### src/rtl/acf_pkg.sv
// constants, field layout and types for the adc configuration and fault registers
package acf_pkg;

    // ------------------------------------------------------------------
    // register addresses (word bits 15:12)
    // ------------------------------------------------------------------
    localparam logic [3:0] ADDR_CFG1  = 4'h1;  // conversion_and_power_config
    localparam logic [3:0] ADDR_CFG2  = 4'h2;  // output_and_reset_control
    localparam logic [3:0] ADDR_FAULT = 4'h3;  // fault_status

    // ------------------------------------------------------------------
    // field positions
    // ------------------------------------------------------------------
    localparam int ADDR_MSB     = 15;  // address field top bit
    localparam int ADDR_LSB     = 12;  // address field low bit
    localparam int OSMODE_BIT   = 9;   // rolling average enable
    localparam int OSR_MSB      = 8;   // ratio field top bit
    localparam int OSR_LSB      = 6;   // ratio field low bit
    localparam int CRCW_BIT     = 5;   // write check enable
    localparam int CRCR_BIT     = 4;   // read check enable
    localparam int ALERTEN_BIT  = 3;   // lane b carries the flag in one lane mode
    localparam int RES_BIT      = 2;   // resolution boost
    localparam int REFERENCE_SOURCE_SELECT_BIT   = 1;   // reference select
    localparam int POWER_DOWN_MODE_BIT    = 0;   // shutdown
    localparam int LANESEL_BIT  = 8;   // one lane when set
    localparam int WCF_BIT      = 9;   // write check failure flag
    localparam int LOADF_BIT    = 8;   // load failure flag
    localparam int CFG1_WIDTH   = 10;  // stored bits of cfg1

    // ------------------------------------------------------------------
    // reset values and command codes
    // ------------------------------------------------------------------
    localparam logic [CFG1_WIDTH-1:0] CFG1_RESET = 10'h000;
    localparam logic                  LANE_RESET = 1'b0;
    localparam logic [7:0]            CMD_SOFT   = 8'h3C;
    localparam logic [7:0]            CMD_HARD   = 8'hFF;
    localparam logic [2:0]            OSR_X2     = 3'h1;
    localparam logic [2:0]            OSR_X4     = 3'h2;
    localparam logic [2:0]            OSR_X8     = 3'h3;
    localparam logic [4:0]            WIDTH_NORM = 5'h10;  // 16 bit results
    localparam logic [4:0]            WIDTH_BOOST = 5'h12; // two more bits
    localparam logic [7:0]            CHECK_POLY = 8'h07;  // check code polynomial
    localparam logic [7:0]            CHECK_INIT = 8'h00;  // check code seed

    // ------------------------------------------------------------------
    // frame lengths: write flag + word, optionally + check byte
    // ------------------------------------------------------------------
    localparam logic [4:0] FRAME_PLAIN_BITS = 5'h11;  // 17 bits
    localparam logic [4:0] FRAME_CHECK_BITS = 5'h19;  // 25 bits

    // ------------------------------------------------------------------
    // timing of the startup configuration load
    // ------------------------------------------------------------------
    localparam int CLK_PERIOD_PS = 5000;  // 200 MHz
    localparam int LOAD_TIME_NS  = 100;   // least load time
    localparam int LOAD_CYCLES   = (LOAD_TIME_NS * 1000 + CLK_PERIOD_PS - 1) / CLK_PERIOD_PS;
    localparam logic [7:0] LOAD_LAST = 8'(LOAD_CYCLES - 1);

    // load sequencer states
    typedef enum logic [1:0] {
        ACF_LD_RUN  = 2'b01,
        ACF_LD_DONE = 2'b10
    } acf_load_t;

endpackage

### src/rtl/acf_chk_if.sv
// carrier between the frame logic and the check code generator
`timescale 1ns/1ps
interface acf_chk_if;
    logic [15:0] word;  // received register word
    logic [7:0]  code;  // expected check byte
    modport calc (input word, output code);
    modport user (output word, input code);
endinterface

### src/rtl/acf_check_gen.sv
// combinational 8 bit check code over one register word
`timescale 1ns/1ps
module acf_check_gen
    import acf_pkg::*;
(
    acf_chk_if.calc chk
);
    // ------------------------------------------------------------------
    // bitwise division, msb first; pure logic, no state to reset
    // ------------------------------------------------------------------
    always_comb begin
        logic [7:0] acc;
        logic       fb;
        acc = CHECK_INIT;
        fb  = 1'b0;
        for (int i = 15; i >= 0; i--) begin
            fb  = acc[7] ^ chk.word[i];
            acc = {acc[6:0], 1'b0};
            if (fb) begin
                acc = acc ^ CHECK_POLY;
            end
        end
        chk.code = acc;
    end
endmodule

### src/rtl/acf_regs.sv
// configuration and fault registers behind the serial register port
`timescale 1ns/1ps
module acf_regs
    import acf_pkg::*;
(
    input  wire logic       clk,                       // 200 MHz system clock
    input  wire logic       reset,                     // synchronous, active high
    input  wire logic       cs_n,                      // frame select pin, low active
    input  wire logic       sclk,                      // serial clock pin
    input  wire logic       sdi,                       // serial data in pin
    input  wire logic       config_load_ok,            // internal load result
    output logic            serial_out_lane_a,         // lane a pin
    output logic            serial_out_lane_b_or_flag, // lane b or fault flag pin
    output logic            power_down_mode,           // shutdown requested
    output logic            reference_source_select,   // 1 external reference
    output logic            resolution_boost_active,   // boost in force
    output logic [4:0]      result_width,              // bits per result
    output logic [3:0]      oversample_factor,         // 1, 2, 4 or 8
    output logic            two_lane_mode,             // data split over lanes
    output logic            lane_b_is_flag,            // lane b shows fault flag
    output logic            accum_flush,               // pulse: drop accumulations
    output logic            hard_reset_pulse,          // pulse: all blocks reset
    output logic            config_ready               // startup load finished
);

    // ------------------------------------------------------------------
    // storage
    // ------------------------------------------------------------------
    logic [CFG1_WIDTH-1:0] cfg1_reg;      // conversion and power fields
    logic                  lane_sel_reg;  // one lane when set
    logic                  wcf_reg;       // write check failure flag
    logic                  loadf_reg;     // load failure flag
    logic                  soft_reg;      // soft reset in progress
    logic                  hard_reg;      // hard reset in progress
    acf_load_t             load_state;    // startup load sequencer
    logic [7:0]            load_cnt_reg;  // load timer
    logic [2:0]            cs_sync;       // two stages plus edge history
    logic [2:0]            sclk_sync;     // two stages plus edge history
    logic [1:0]            sdi_sync;      // two stages
    logic [4:0]            bit_cnt_reg;   // bits seen in this frame
    logic [24:0]           in_sh_reg;     // incoming frame
    logic [15:0]           out_sh_reg;    // readback word being sent
    logic                  lane_a_reg;    // lane a level
    logic                  lane_b_reg;    // lane b level
    logic                  res_act_reg;   // registered boost state
    logic [4:0]            width_reg;     // registered result width
    logic [3:0]            factor_reg;    // registered ratio

    acf_chk_if chk ();

    // ------------------------------------------------------------------
    // check code generator
    // ------------------------------------------------------------------
    acf_check_gen u_check (
        .chk (chk.calc)
    );

    // ------------------------------------------------------------------
    // edges of the synchronised pins
    // ------------------------------------------------------------------
    wire cs_high    = cs_sync[1];
    wire cs_rise    = cs_sync[1] & ~cs_sync[2];
    wire cs_fall    = ~cs_sync[1] & cs_sync[2];
    wire sclk_rise  = sclk_sync[1] & ~sclk_sync[2] & ~cs_high;
    wire sclk_fall  = ~sclk_sync[1] & sclk_sync[2] & ~cs_high;

    // ------------------------------------------------------------------
    // frame decode
    // ------------------------------------------------------------------
    wire        len_plain = (bit_cnt_reg == FRAME_PLAIN_BITS);
    wire        len_check = (bit_cnt_reg == FRAME_CHECK_BITS);
    wire [16:0] frame     = len_check ? in_sh_reg[24:8] : in_sh_reg[16:0];
    wire        is_write  = frame[16];
    wire [15:0] word      = frame[15:0];
    wire [3:0]  addr      = word[ADDR_MSB:ADDR_LSB];
    wire        hit_cfg1  = (addr == ADDR_CFG1);
    wire        hit_cfg2  = (addr == ADDR_CFG2);
    wire        hit_fault = (addr == ADDR_FAULT);
    wire [7:0]  rst_cmd   = word[7:0];

    // a check is owed while checking is on, or when this write turns it on
    wire chk_needed = cfg1_reg[CRCW_BIT] | (hit_cfg1 & word[CRCW_BIT]);
    wire chk_ok     = len_check & (chk.code == in_sh_reg[7:0]);
    assign chk.word = word;

    // only complete frames count; lengths other than 17 or 25 bits are dropped silently
    wire frame_done = cs_rise & (len_plain | len_check);
    wire wr_reject  = frame_done & is_write & chk_needed & ~chk_ok;
    wire wr_take    = frame_done & is_write & ~(chk_needed & ~chk_ok);
    wire rd_take    = frame_done & ~is_write;

    // reset codes; any other value starts no reset, and the write still sets the lane select
    wire soft_cmd = wr_take & hit_cfg2 & (rst_cmd == CMD_SOFT);
    wire hard_cmd = wr_take & hit_cfg2 & (rst_cmd == CMD_HARD);

    // block reset: pin reset or a commanded hard reset one cycle later
    wire blk_rst = reset | hard_reg;

    // ------------------------------------------------------------------
    // readback words; the reset field never holds a value
    // ------------------------------------------------------------------
    wire [15:0] rd_cfg1  = {ADDR_CFG1, 2'b00, cfg1_reg};
    wire [15:0] rd_cfg2  = {ADDR_CFG2, 3'b000, lane_sel_reg, 8'h00};
    wire [15:0] rd_fault = {ADDR_FAULT, 2'b00, wcf_reg, loadf_reg, 8'h00};
    wire [15:0] rd_word  = hit_cfg1  ? rd_cfg1  :
                           hit_cfg2  ? rd_cfg2  :
                           hit_fault ? rd_fault : {addr, 12'h000};

    // ------------------------------------------------------------------
    // effective conversion settings
    // ------------------------------------------------------------------
    wire [2:0] oversample_ratio        = cfg1_reg[OSR_MSB:OSR_LSB];
    wire       osr_on     = (oversample_ratio == OSR_X2) | (oversample_ratio == OSR_X4) | (oversample_ratio == OSR_X8);
    wire       boost_on   = cfg1_reg[RES_BIT] & osr_on;
    wire [4:0] width_next = boost_on ? WIDTH_BOOST : WIDTH_NORM;
    wire [3:0] factor_next = (oversample_ratio == OSR_X2) ? 4'h2 :
                             (oversample_ratio == OSR_X4) ? 4'h4 :
                             (oversample_ratio == OSR_X8) ? 4'h8 : 4'h1;
    wire       flag_mode  = lane_sel_reg & cfg1_reg[ALERTEN_BIT];
    wire       fault_any  = wcf_reg | loadf_reg;

    // ------------------------------------------------------------------
    // pin synchronisers; stage 0 is read only by stage 1
    // ------------------------------------------------------------------
    always_ff @(posedge clk) begin
        if (reset) begin
            cs_sync   <= 3'h7;
            sclk_sync <= 3'h0;
            sdi_sync  <= 2'h0;
        end else begin
            cs_sync   <= {cs_sync[1:0], cs_n};
            sclk_sync <= {sclk_sync[1:0], sclk};
            sdi_sync  <= {sdi_sync[0], sdi};
        end
    end

    // ------------------------------------------------------------------
    // input shifter: sample on sclk rise, count saturates
    // ------------------------------------------------------------------
    always_ff @(posedge clk) begin
        if (blk_rst || soft_reg || cs_fall) begin
            bit_cnt_reg <= 5'h00;
            in_sh_reg   <= 25'h0000000;
        end else if (sclk_rise) begin
            in_sh_reg <= {in_sh_reg[23:0], sdi_sync[1]};
            if (bit_cnt_reg != 5'h1F) begin
                bit_cnt_reg <= bit_cnt_reg + 5'h01;
            end
        end
    end

    // ------------------------------------------------------------------
    // conversion and power config
    // ------------------------------------------------------------------
    always_ff @(posedge clk) begin
        if (blk_rst) begin
            cfg1_reg <= CFG1_RESET;
        end else if (wr_take && hit_cfg1) begin
            cfg1_reg <= word[CFG1_WIDTH-1:0];
        end
    end

    // ------------------------------------------------------------------
    // output and reset control; the command byte is never stored
    // ------------------------------------------------------------------
    always_ff @(posedge clk) begin
        if (blk_rst) begin
            lane_sel_reg <= LANE_RESET;
        end else if (wr_take && hit_cfg2 && !hard_cmd) begin
            lane_sel_reg <= word[LANESEL_BIT];
        end
    end

    // ------------------------------------------------------------------
    // reset strobes, one cycle each
    // ------------------------------------------------------------------
    always_ff @(posedge clk) begin
        if (reset) begin
            soft_reg <= 1'b0;
            hard_reg <= 1'b0;
        end else begin
            soft_reg <= soft_cmd & ~hard_reg;
            hard_reg <= hard_cmd & ~hard_reg;
        end
    end

    // ------------------------------------------------------------------
    // write check flag: a new failure beats a clearing read
    // ------------------------------------------------------------------
    always_ff @(posedge clk) begin
        if (blk_rst) begin
            wcf_reg <= 1'b0;
        end else if (wr_reject) begin
            wcf_reg <= 1'b1;
        end else if ((rd_take && hit_fault) || soft_reg) begin
            wcf_reg <= 1'b0;
        end
    end

    // ------------------------------------------------------------------
    // startup load sequencer; a hard reset starts it over
    // ------------------------------------------------------------------
    always_ff @(posedge clk) begin
        if (blk_rst) begin
            load_state   <= ACF_LD_RUN;
            load_cnt_reg <= 8'h00;
            loadf_reg    <= 1'b0;
        end else begin
            case (load_state)
                ACF_LD_RUN: begin
                    if (load_cnt_reg == LOAD_LAST) begin
                        loadf_reg  <= ~config_load_ok;
                        load_state <= ACF_LD_DONE;
                    end else begin
                        load_cnt_reg <= load_cnt_reg + 8'h01;
                    end
                end
                ACF_LD_DONE: begin
                    load_state <= ACF_LD_DONE;    // reads leave the flag alone
                end
                default: begin
                    load_state <= ACF_LD_RUN;
                end
            endcase
        end
    end

    // ------------------------------------------------------------------
    // readback shifter: captured at a read, sent in the next frame
    // ------------------------------------------------------------------
    always_ff @(posedge clk) begin
        if (blk_rst || soft_reg) begin
            out_sh_reg <= 16'h0000;
        end else if (rd_take) begin
            out_sh_reg <= rd_word;
        end else if (sclk_fall) begin
            out_sh_reg <= {out_sh_reg[14:0], 1'b0};
        end
    end

    // ------------------------------------------------------------------
    // lane a: high half in two lane mode, whole word in one lane mode
    // ------------------------------------------------------------------
    always_ff @(posedge clk) begin
        if (blk_rst) begin
            lane_a_reg <= 1'b0;
        end else if (cs_fall) begin
            lane_a_reg <= out_sh_reg[15];
        end else if (sclk_fall) begin
            lane_a_reg <= out_sh_reg[14];
        end
    end

    // ------------------------------------------------------------------
    // lane b: low half, idle low, or the fault flag
    // ------------------------------------------------------------------
    always_ff @(posedge clk) begin
        if (blk_rst) begin
            lane_b_reg <= 1'b0;
        end else if (flag_mode) begin
            lane_b_reg <= fault_any;
        end else if (lane_sel_reg) begin
            lane_b_reg <= 1'b0;
        end else if (cs_fall) begin
            lane_b_reg <= out_sh_reg[7];
        end else if (sclk_fall) begin
            lane_b_reg <= out_sh_reg[6];
        end
    end

    // ------------------------------------------------------------------
    // registered conversion settings for the datapath
    // ------------------------------------------------------------------
    always_ff @(posedge clk) begin
        if (blk_rst) begin
            res_act_reg <= 1'b0;
            width_reg   <= WIDTH_NORM;
            factor_reg  <= 4'h1;
        end else begin
            res_act_reg <= boost_on;
            width_reg   <= width_next;
            factor_reg  <= factor_next;
        end
    end

    // ------------------------------------------------------------------
    // outputs
    // ------------------------------------------------------------------
    assign serial_out_lane_a         = lane_a_reg;
    assign serial_out_lane_b_or_flag = lane_b_reg;
    assign power_down_mode           = cfg1_reg[POWER_DOWN_MODE_BIT];
    assign reference_source_select   = cfg1_reg[REFERENCE_SOURCE_SELECT_BIT];
    assign resolution_boost_active   = res_act_reg;
    assign result_width              = width_reg;
    assign oversample_factor         = factor_reg;
    assign two_lane_mode             = ~lane_sel_reg;
    assign lane_b_is_flag            = flag_mode;
    assign accum_flush               = soft_reg | hard_reg;
    assign hard_reset_pulse          = hard_reg;
    assign config_ready              = (load_state == ACF_LD_DONE);

endmodule

### config.mk
export PLATFORM = sky130hd
export DESIGN_NAME = acf_regs
export DESIGN_NICKNAME = d
export VERILOG_FILES = /design/src/rtl/acf_pkg.sv /design/src/rtl/acf_chk_if.sv /design/src/rtl/acf_check_gen.sv /design/src/rtl/acf_regs.sv
export SDC_FILE = /design/constraint.sdc
export NUM_CORES = 1
export LEC_CHECK = 0
export BUFFER_PORTS_ARGS = -buffer_cell sky130_fd_sc_hd__buf_2
export CAP_MARGIN = 0
export CORE_UTILIZATION = 45
export DETAILED_ROUTE_END_ITERATION = 10
export PLACE_DENSITY = 0.6
export SLEW_MARGIN = 40
export SYNTH_ARGS = -nofsm -noshare
export SYNTH_HDL_FRONTEND = slang
export SYNTH_SLANG_ARGS = --single-unit
### constraint.sdc
create_clock -name clk -period 5.13 [get_ports clk]
set_input_delay 0.2565 -clock clk [delete_from_list [all_inputs] [get_ports clk]]
set_output_delay 0.2565 -clock clk [all_outputs]
set_load 0.03 [all_outputs]
-- Word-level counts from Yosys, hierarchy flattened
Index checks and enable logic that the tools add are counted.
- multiply operators: 0
- order comparisons: 0
- bitwise operators: 70
- reduce and logical (&&, ||, !) cells: 17
- equality and inequality tests: 16
- mux-type cells: 36
- divide/modulo/power cells: 0
- add/subtract/negate cells: 2
- shift operators: 0
- operator list (kind ; number):
    $mux 16 ; 5
    $mux 3 ; 17
    $not 3->3 ; 15
    $and 1x1->1 ; 22
    $mux 17 ; 1
    $not 1->1 ; 11
    $eq 5x5->1 const B ; 2
    $xor 1x1->1 ; 10
    $add 8x1->8 const B ; 1
    $eq 4x2->1 const B ; 2
    $eq 8x5->1 const B ; 1
    $eq 8x6->1 const B ; 1
    $eq 8x8->1 ; 1
    $eq 8x8->1 const B ; 1
    $mux 1 ; 8
    $or 1x1->1 ; 7
    $eq 3x2->1 const B ; 2
    $mux 2 ; 3
    $reduce_and 2->1 ; 3
    $reduce_bool 2->1 ; 3
    $add 5x1->5 const B ; 1
    $ne 5x5->1 const B ; 1
    $xor 1x1->1 const A ; 5
    $eq 4x1->1 const B ; 1
    other kinds (12) ; 17
- memories kept: 0
- output and inout bits: 19
- input port bits: 6
- word-level logic and storage cells: 162
- memory bits (read-only): 0
- bits in latches: 0
- bits in writable memories: 0
- flip-flop bits (word level): 91

-- Longest topological paths before layout
- depth in word-level cells: 43
- depth in mapped cells: 17
- mapped depth without buffers: 13

-- By module
A second synthesis with hierarchy kept.
- cell total of the unflattened synthesis: 489
- area total of the unflattened synthesis: 4219.0 µm²
- by module, submodules not included (module ; cells each ; sequential area each (µm²) ; instances ; area each (µm²)):
    acf_regs ; 459 ; 1721.7 ; 1 ; 3880.0
    acf_check_gen ; 30 ; 0.0 ; 1 ; 339.1

-- Least setup slack after synthesis
OpenSTA, ideal clock, no wires.
- path type: register to register
- from: register bit_cnt_reg[0]
- to: register cfg1_reg[8]
- stages on the path, launching flop included: 16
- arrival: 3.944 ns
- library setup time: 0.121 ns
- period minus slack after synthesis: 4.065 ns
- required time: 5.009 ns
- slack: 1.065 ns
- buffers on the path: 4
- cells stage by stage: dfxtp_1 -> ha_1 -> and4b_1 -> clkbuf_1 -> buf_1 -> clkbuf_1 -> mux2i_1 -> ha_1 -> xnor3_2 -> a221o_1 -> o21ai_0 -> nand4_1 -> a21oi_1 -> a31oi_1 -> buf_6 -> mux2_4
- word-level cells in the longest chain between the ends: 21
- elaborated cells on any way between the ends: 62
- those cells by class: 4 x eq/ne; 17 x mux; 40 x bitwise; 1 x reduce/logical
- RTL lines (item ; RTL line ; RTL):
    start, declared ; acf_regs.sv:40 ; logic [4:0] bit_cnt_reg;
    start signal, assigned ; acf_regs.sv:147 ; bit_cnt_reg <= bit_cnt_reg + 5'h01;
    $eq 5x5->1 ; acf_regs.sv:71 ; wire len_check = (bit_cnt_reg == FRAME_CHECK_BITS);
    $mux 17 ; acf_regs.sv:72 ; wire [16:0] frame = len_check ? in_sh_reg[24:8] : in_sh_reg[16:0];
    $xor 1x1->1 ; acf_check_gen.sv:17 ; fb = acc[7] ^ chk.word[i];
    $mux 3 ; acf_check_gen.sv:19 ; if (fb) begin
    $not 3->3 (no source line) ; n/a ;
    $mux 3 ; acf_check_gen.sv:19 ;
    $not 3->3 (no source line) ; n/a ;
    $mux 3 ; acf_check_gen.sv:19 ;
    [... 5 more ...] ; n/a ;
    $mux 3 ; acf_check_gen.sv:19 ;
    $eq 8x8->1 ; acf_regs.sv:83 ; wire chk_ok = len_check & (chk.code == in_sh_reg[7:0]);
    $and 1x1->1 ; acf_regs.sv:83 ;
    $not 1->1 ; acf_regs.sv:89 ; wire wr_take = frame_done & is_write & ~(chk_needed & ~chk_ok);
    $and 1x1->1 ; acf_regs.sv:89 ;
    $not 1->1 ; acf_regs.sv:89 ;
    $and 1x1->1 ; acf_regs.sv:89 ;
    $logic_and 1x1->1 ; acf_regs.sv:158 ; end else if (wr_take && hit_cfg1) begin
    end signal, assigned ; acf_regs.sv:159 ; cfg1_reg <= word[CFG1_WIDTH-1:0];
    end, declared ; acf_regs.sv:29 ; logic [CFG1_WIDTH-1:0] cfg1_reg;
Parallel ways exist; a longest one is shown, timed or not.
A chain may end at the register's enable or synchronous reset.

-- Worst setup path in the final report
Ends and elaborated chain as after synthesis.

==> out/metrics.cfg <==
[clock_network]
cts-root-buf=clkbuf_8
cts_setup_buffers=0
cts_hold_buf=0
clock_insertion_delay_worst_skew_ns=0.37
post_cts_resized=0
max-clock-path-buffers=2
cts.htree.levels=3
worst_setup_hold_path_clk_slew_ns=0.10
clock_sinks=86
cts-buffers-inserted=9
clock_tree_from_tritoncts=done

[timing]
max_freq_mhz=263
crit_share_post_route_pct=74.0
clock-skew-final_ns=0.0168
timing.setup.tns_ns=0
timing_worst_slew_pin_value_ns=0.746
grt_setup_unrepaired=false
period_minus_slack_ns=3.80
final_hold_viol_count=0
post-route-worst-setup-slack_ns=1.33
timing.final.setup_violations=0
max-slew-margin-rel_pct=50.1
report.final.slew_viol_count=0
timing.hold.ws_ns=0.0665

[power_and_ir_drop]
combinational_power_share_pct=7.8
power.ir.vdd_worst_uv=108
clock_power_share_pct=37.8
power_density_nw_per_um2=253
leakage_power_of_the_design_nw=2.02
seq_pwr_share_pct=54.4
net-switching-power_mw=0.339
total_power_mw=1.29
switching_share_of_power_pct=26.3
internal_power_mw=0.949

[detailed_routing]
via_count=3910
route.antenna.remaining_nets=0
postRouteWirelength_mm=11.3
detail_route.wl_per_cell_um=15.8
post-route-drc-count=0
first_iter_violations=192
drt_first_pass_iters=7
vias_per_cell=5.48

[floorplan]
rows=37
die_x_um=105
initial_core_util_pct=46.3
die_h_um=105
dieArea_um2=11000
design.core.area_um2=10300
floorplan.io_pins=25

[place]
place_worst_setup_slack_ns=1.32
buffer_ports.inserted=20
gp_congestion=0.910
dp_hpwl_mm=8.04
placed_cells_incl_taps=698
placement.cell_area_um2=4890

[worst_setup_path]
worst_path_max_delay_cell=dfxtp_1
crit_fanout=13
critPathCaptureType=register
cpMostUsedCell=ha_1
worst-setup-path-type=reg2reg
path_cells=ha_1 > and4b_1 > buf_4 > mux2i_1 > ha_1 > xnor3_2 > a221o_1 > o21ai_0 > nand4_1 > a21oi_1 > a31oi_2 > mux2_4
crit_path_max_incr_delay_ns=0.41
worstPathRequired_ns=5.40
start_kind=register
crit_arrival_ns=4.07

[synth]
synth_sequential_area_ratio_pct=36.0
syn_inst=583
synth_warnings=0
synth_area_per_cell_um2=8.19
netlist-cell-type-count=60
synth-seq-cells=86
postSynth.asyncResetShare_pct=0
netlist_area_um2=4780
synthFlopType=dfxtp_1
number_of_flops_mapped_to_enable_cells_by_yosys=0

[final_layout]
final_core_utilization_pct=49.3
area_growth_syn_to_layout_pct=6.57
antenna-diode-count=0
final_cell_area_um2=5090
flip_flop_count_of_the_largest_register_after_layout=25
finalNonFillerCells=714
nFillCells=1022
drive_above_1_share_pct=10.6
final_net_count=586

[global_route]
grt_first_pass_wirelength_mm=18.5
grt_overflow_total=0
grt_pass1_vias=3594
gr-usage-all-layers_pct=21.4
antenna_found_initial=0
pin_count_of_the_biggest_net_entering_global_routing=31

[run_status]
status=finished clean

[job]
number_of_max_cap_violations=0

[worst_hold_path]
class_of_the_tightest_hold_or_removal_check=in2reg

==> cell families (layout without fill, tap and decap cells) <==
kind of cell | Yosys count | in the layout | synth area share (%)
xor+xnor | 64 | 64 | 15.1
other cells | 2 | 4 | 0.157
mux | 28 | 28 | 6.02
fa+ha+maj | 7 | 7 | 1.83
compound gates | 97 | 97 | 12.2
flops | 86 | 86 | 36.0
buf+inv | 56 | 49 | 5.13
simple gates | 243 | 243 | 23.5
==> power by group through the flow <==
stage | Combinational, mW | Clock, mW | Sequential, mW
floorplan | 0.0821 | 0 | 0.714
global placement | 0.0967 | 0 | 0.715
detailed placement | 0.102 | 0 | 0.716
CTS | 0.103 | 0.503 | 0.701
global route | 0.117 | 0.531 | 0.704
finish | 0.101 | 0.487 | 0.701
==> cell type report <==
class	instances	area, um2	area share (%)
Multi-Input combinational cell	443	2830	55.7
Sequential cell	86	1720	33.8
Tap cell	136	170	3.34
Timing Repair Buffer	25	138	2.70
Clock buffer	10	128	2.51
Clock inverter	6	70.1	1.38
Inverter	8	30.0	0.590
==> synthesized netlist by cell type, types with 2 or more instances <==
master    count  area (um2)
inv_1         7        26.3
mux2i_1      25         250
nand3_1       6        30.0
or2_2         6        37.5
buf_2         4        20.0
xor2_1       19         166
nor4b_1       3        26.3
or3_1        11        68.8
a31oi_1       4        25.0
conb_1        2        7.51
dfxtp_1      86        1720
a211oi_1      2        15.0
nor2b_1       7        43.8
and3_1        6        37.5
nand4_1      10        62.6
ha_1          7        87.6
xnor3_1       9         203
buf_4         6        45.0
nor3b_1       3        22.5
nand2_1     105         394
xnor2_1      33         289
mux2_2        2        22.5
nand2b_1      4        25.0
nor3_1       10        50.1
and2_1        6        37.5
o21ai_0      16        80.1
nor2_1       58         218
a21oi_1      52         260
o311a_1       2        20.0
clkbuf_1     36         135
o211ai_1      4        30.0
nor4_1        3        18.8
a22o_1        2        17.5
==> routing by layer <==
layer / up-vias / part of all wire [%] / wire [um] / track usage (%)
met5: - / 0 / 0 / 0
met4: 0 / 1.1 / 127 / 7.44
met3: 10 / 4.6 / 517 / 3.56
met2: 92 / 46 / 5230 / 34.0
met1: 1867 / 48 / 5430 / 29.2
li1: 1941 / - / - / -
==> layout by cell type, fill, tap and decap left out, types with 7 or more instances in the layout <==
cell type	netlist	layout
inv_1	7	7
a21oi_1	52	52
xnor2_1	33	33
buf_2	4	20
ha_1	7	7
mux2i_1	25	25
clkbuf_8	0	9
nor2b_1	7	7
o21ai_0	16	16
nor3_1	10	10
xnor3_1	9	9
or3_1	11	11
dfxtp_1	86	86
nand2_1	105	104
xor2_1	19	19
nand4_1	10	10
nor2_1	58	57
==> critical path: cells and delay by family, from the launching register on <==
family                   cells  cell delay (ns)
AO/OA/AOI/OAI                4             1.15
multiplexers                 2             0.65
adder cells (fa/ha/maj)      2             0.54
flip-flops                   1             0.41
XOR/XNOR                     1             0.41
AND/OR/NAND/NOR              2             0.34
buffers and inverters        1             0.20
==> path summary, 6_finish.rpt <==
| kind | cells after the start | slack (ns) | endpoint | startpoint |
|---|---|---|---|---|
| setup / recovery | 12 | 1.33 | cfg1_reg[8] | bit_cnt_reg[0] |
| hold / removal | 2 | 0.07 | cs_sync[0] | cs_n |
| setup reg to reg | 12 | 1.33 | cfg1_reg[8] | bit_cnt_reg[0] |
| hold reg to reg | 1 | 0.42 | cs_sync[1] | cs_sync[0] |
Note: power is estimated with default switching activity, not from simulation.
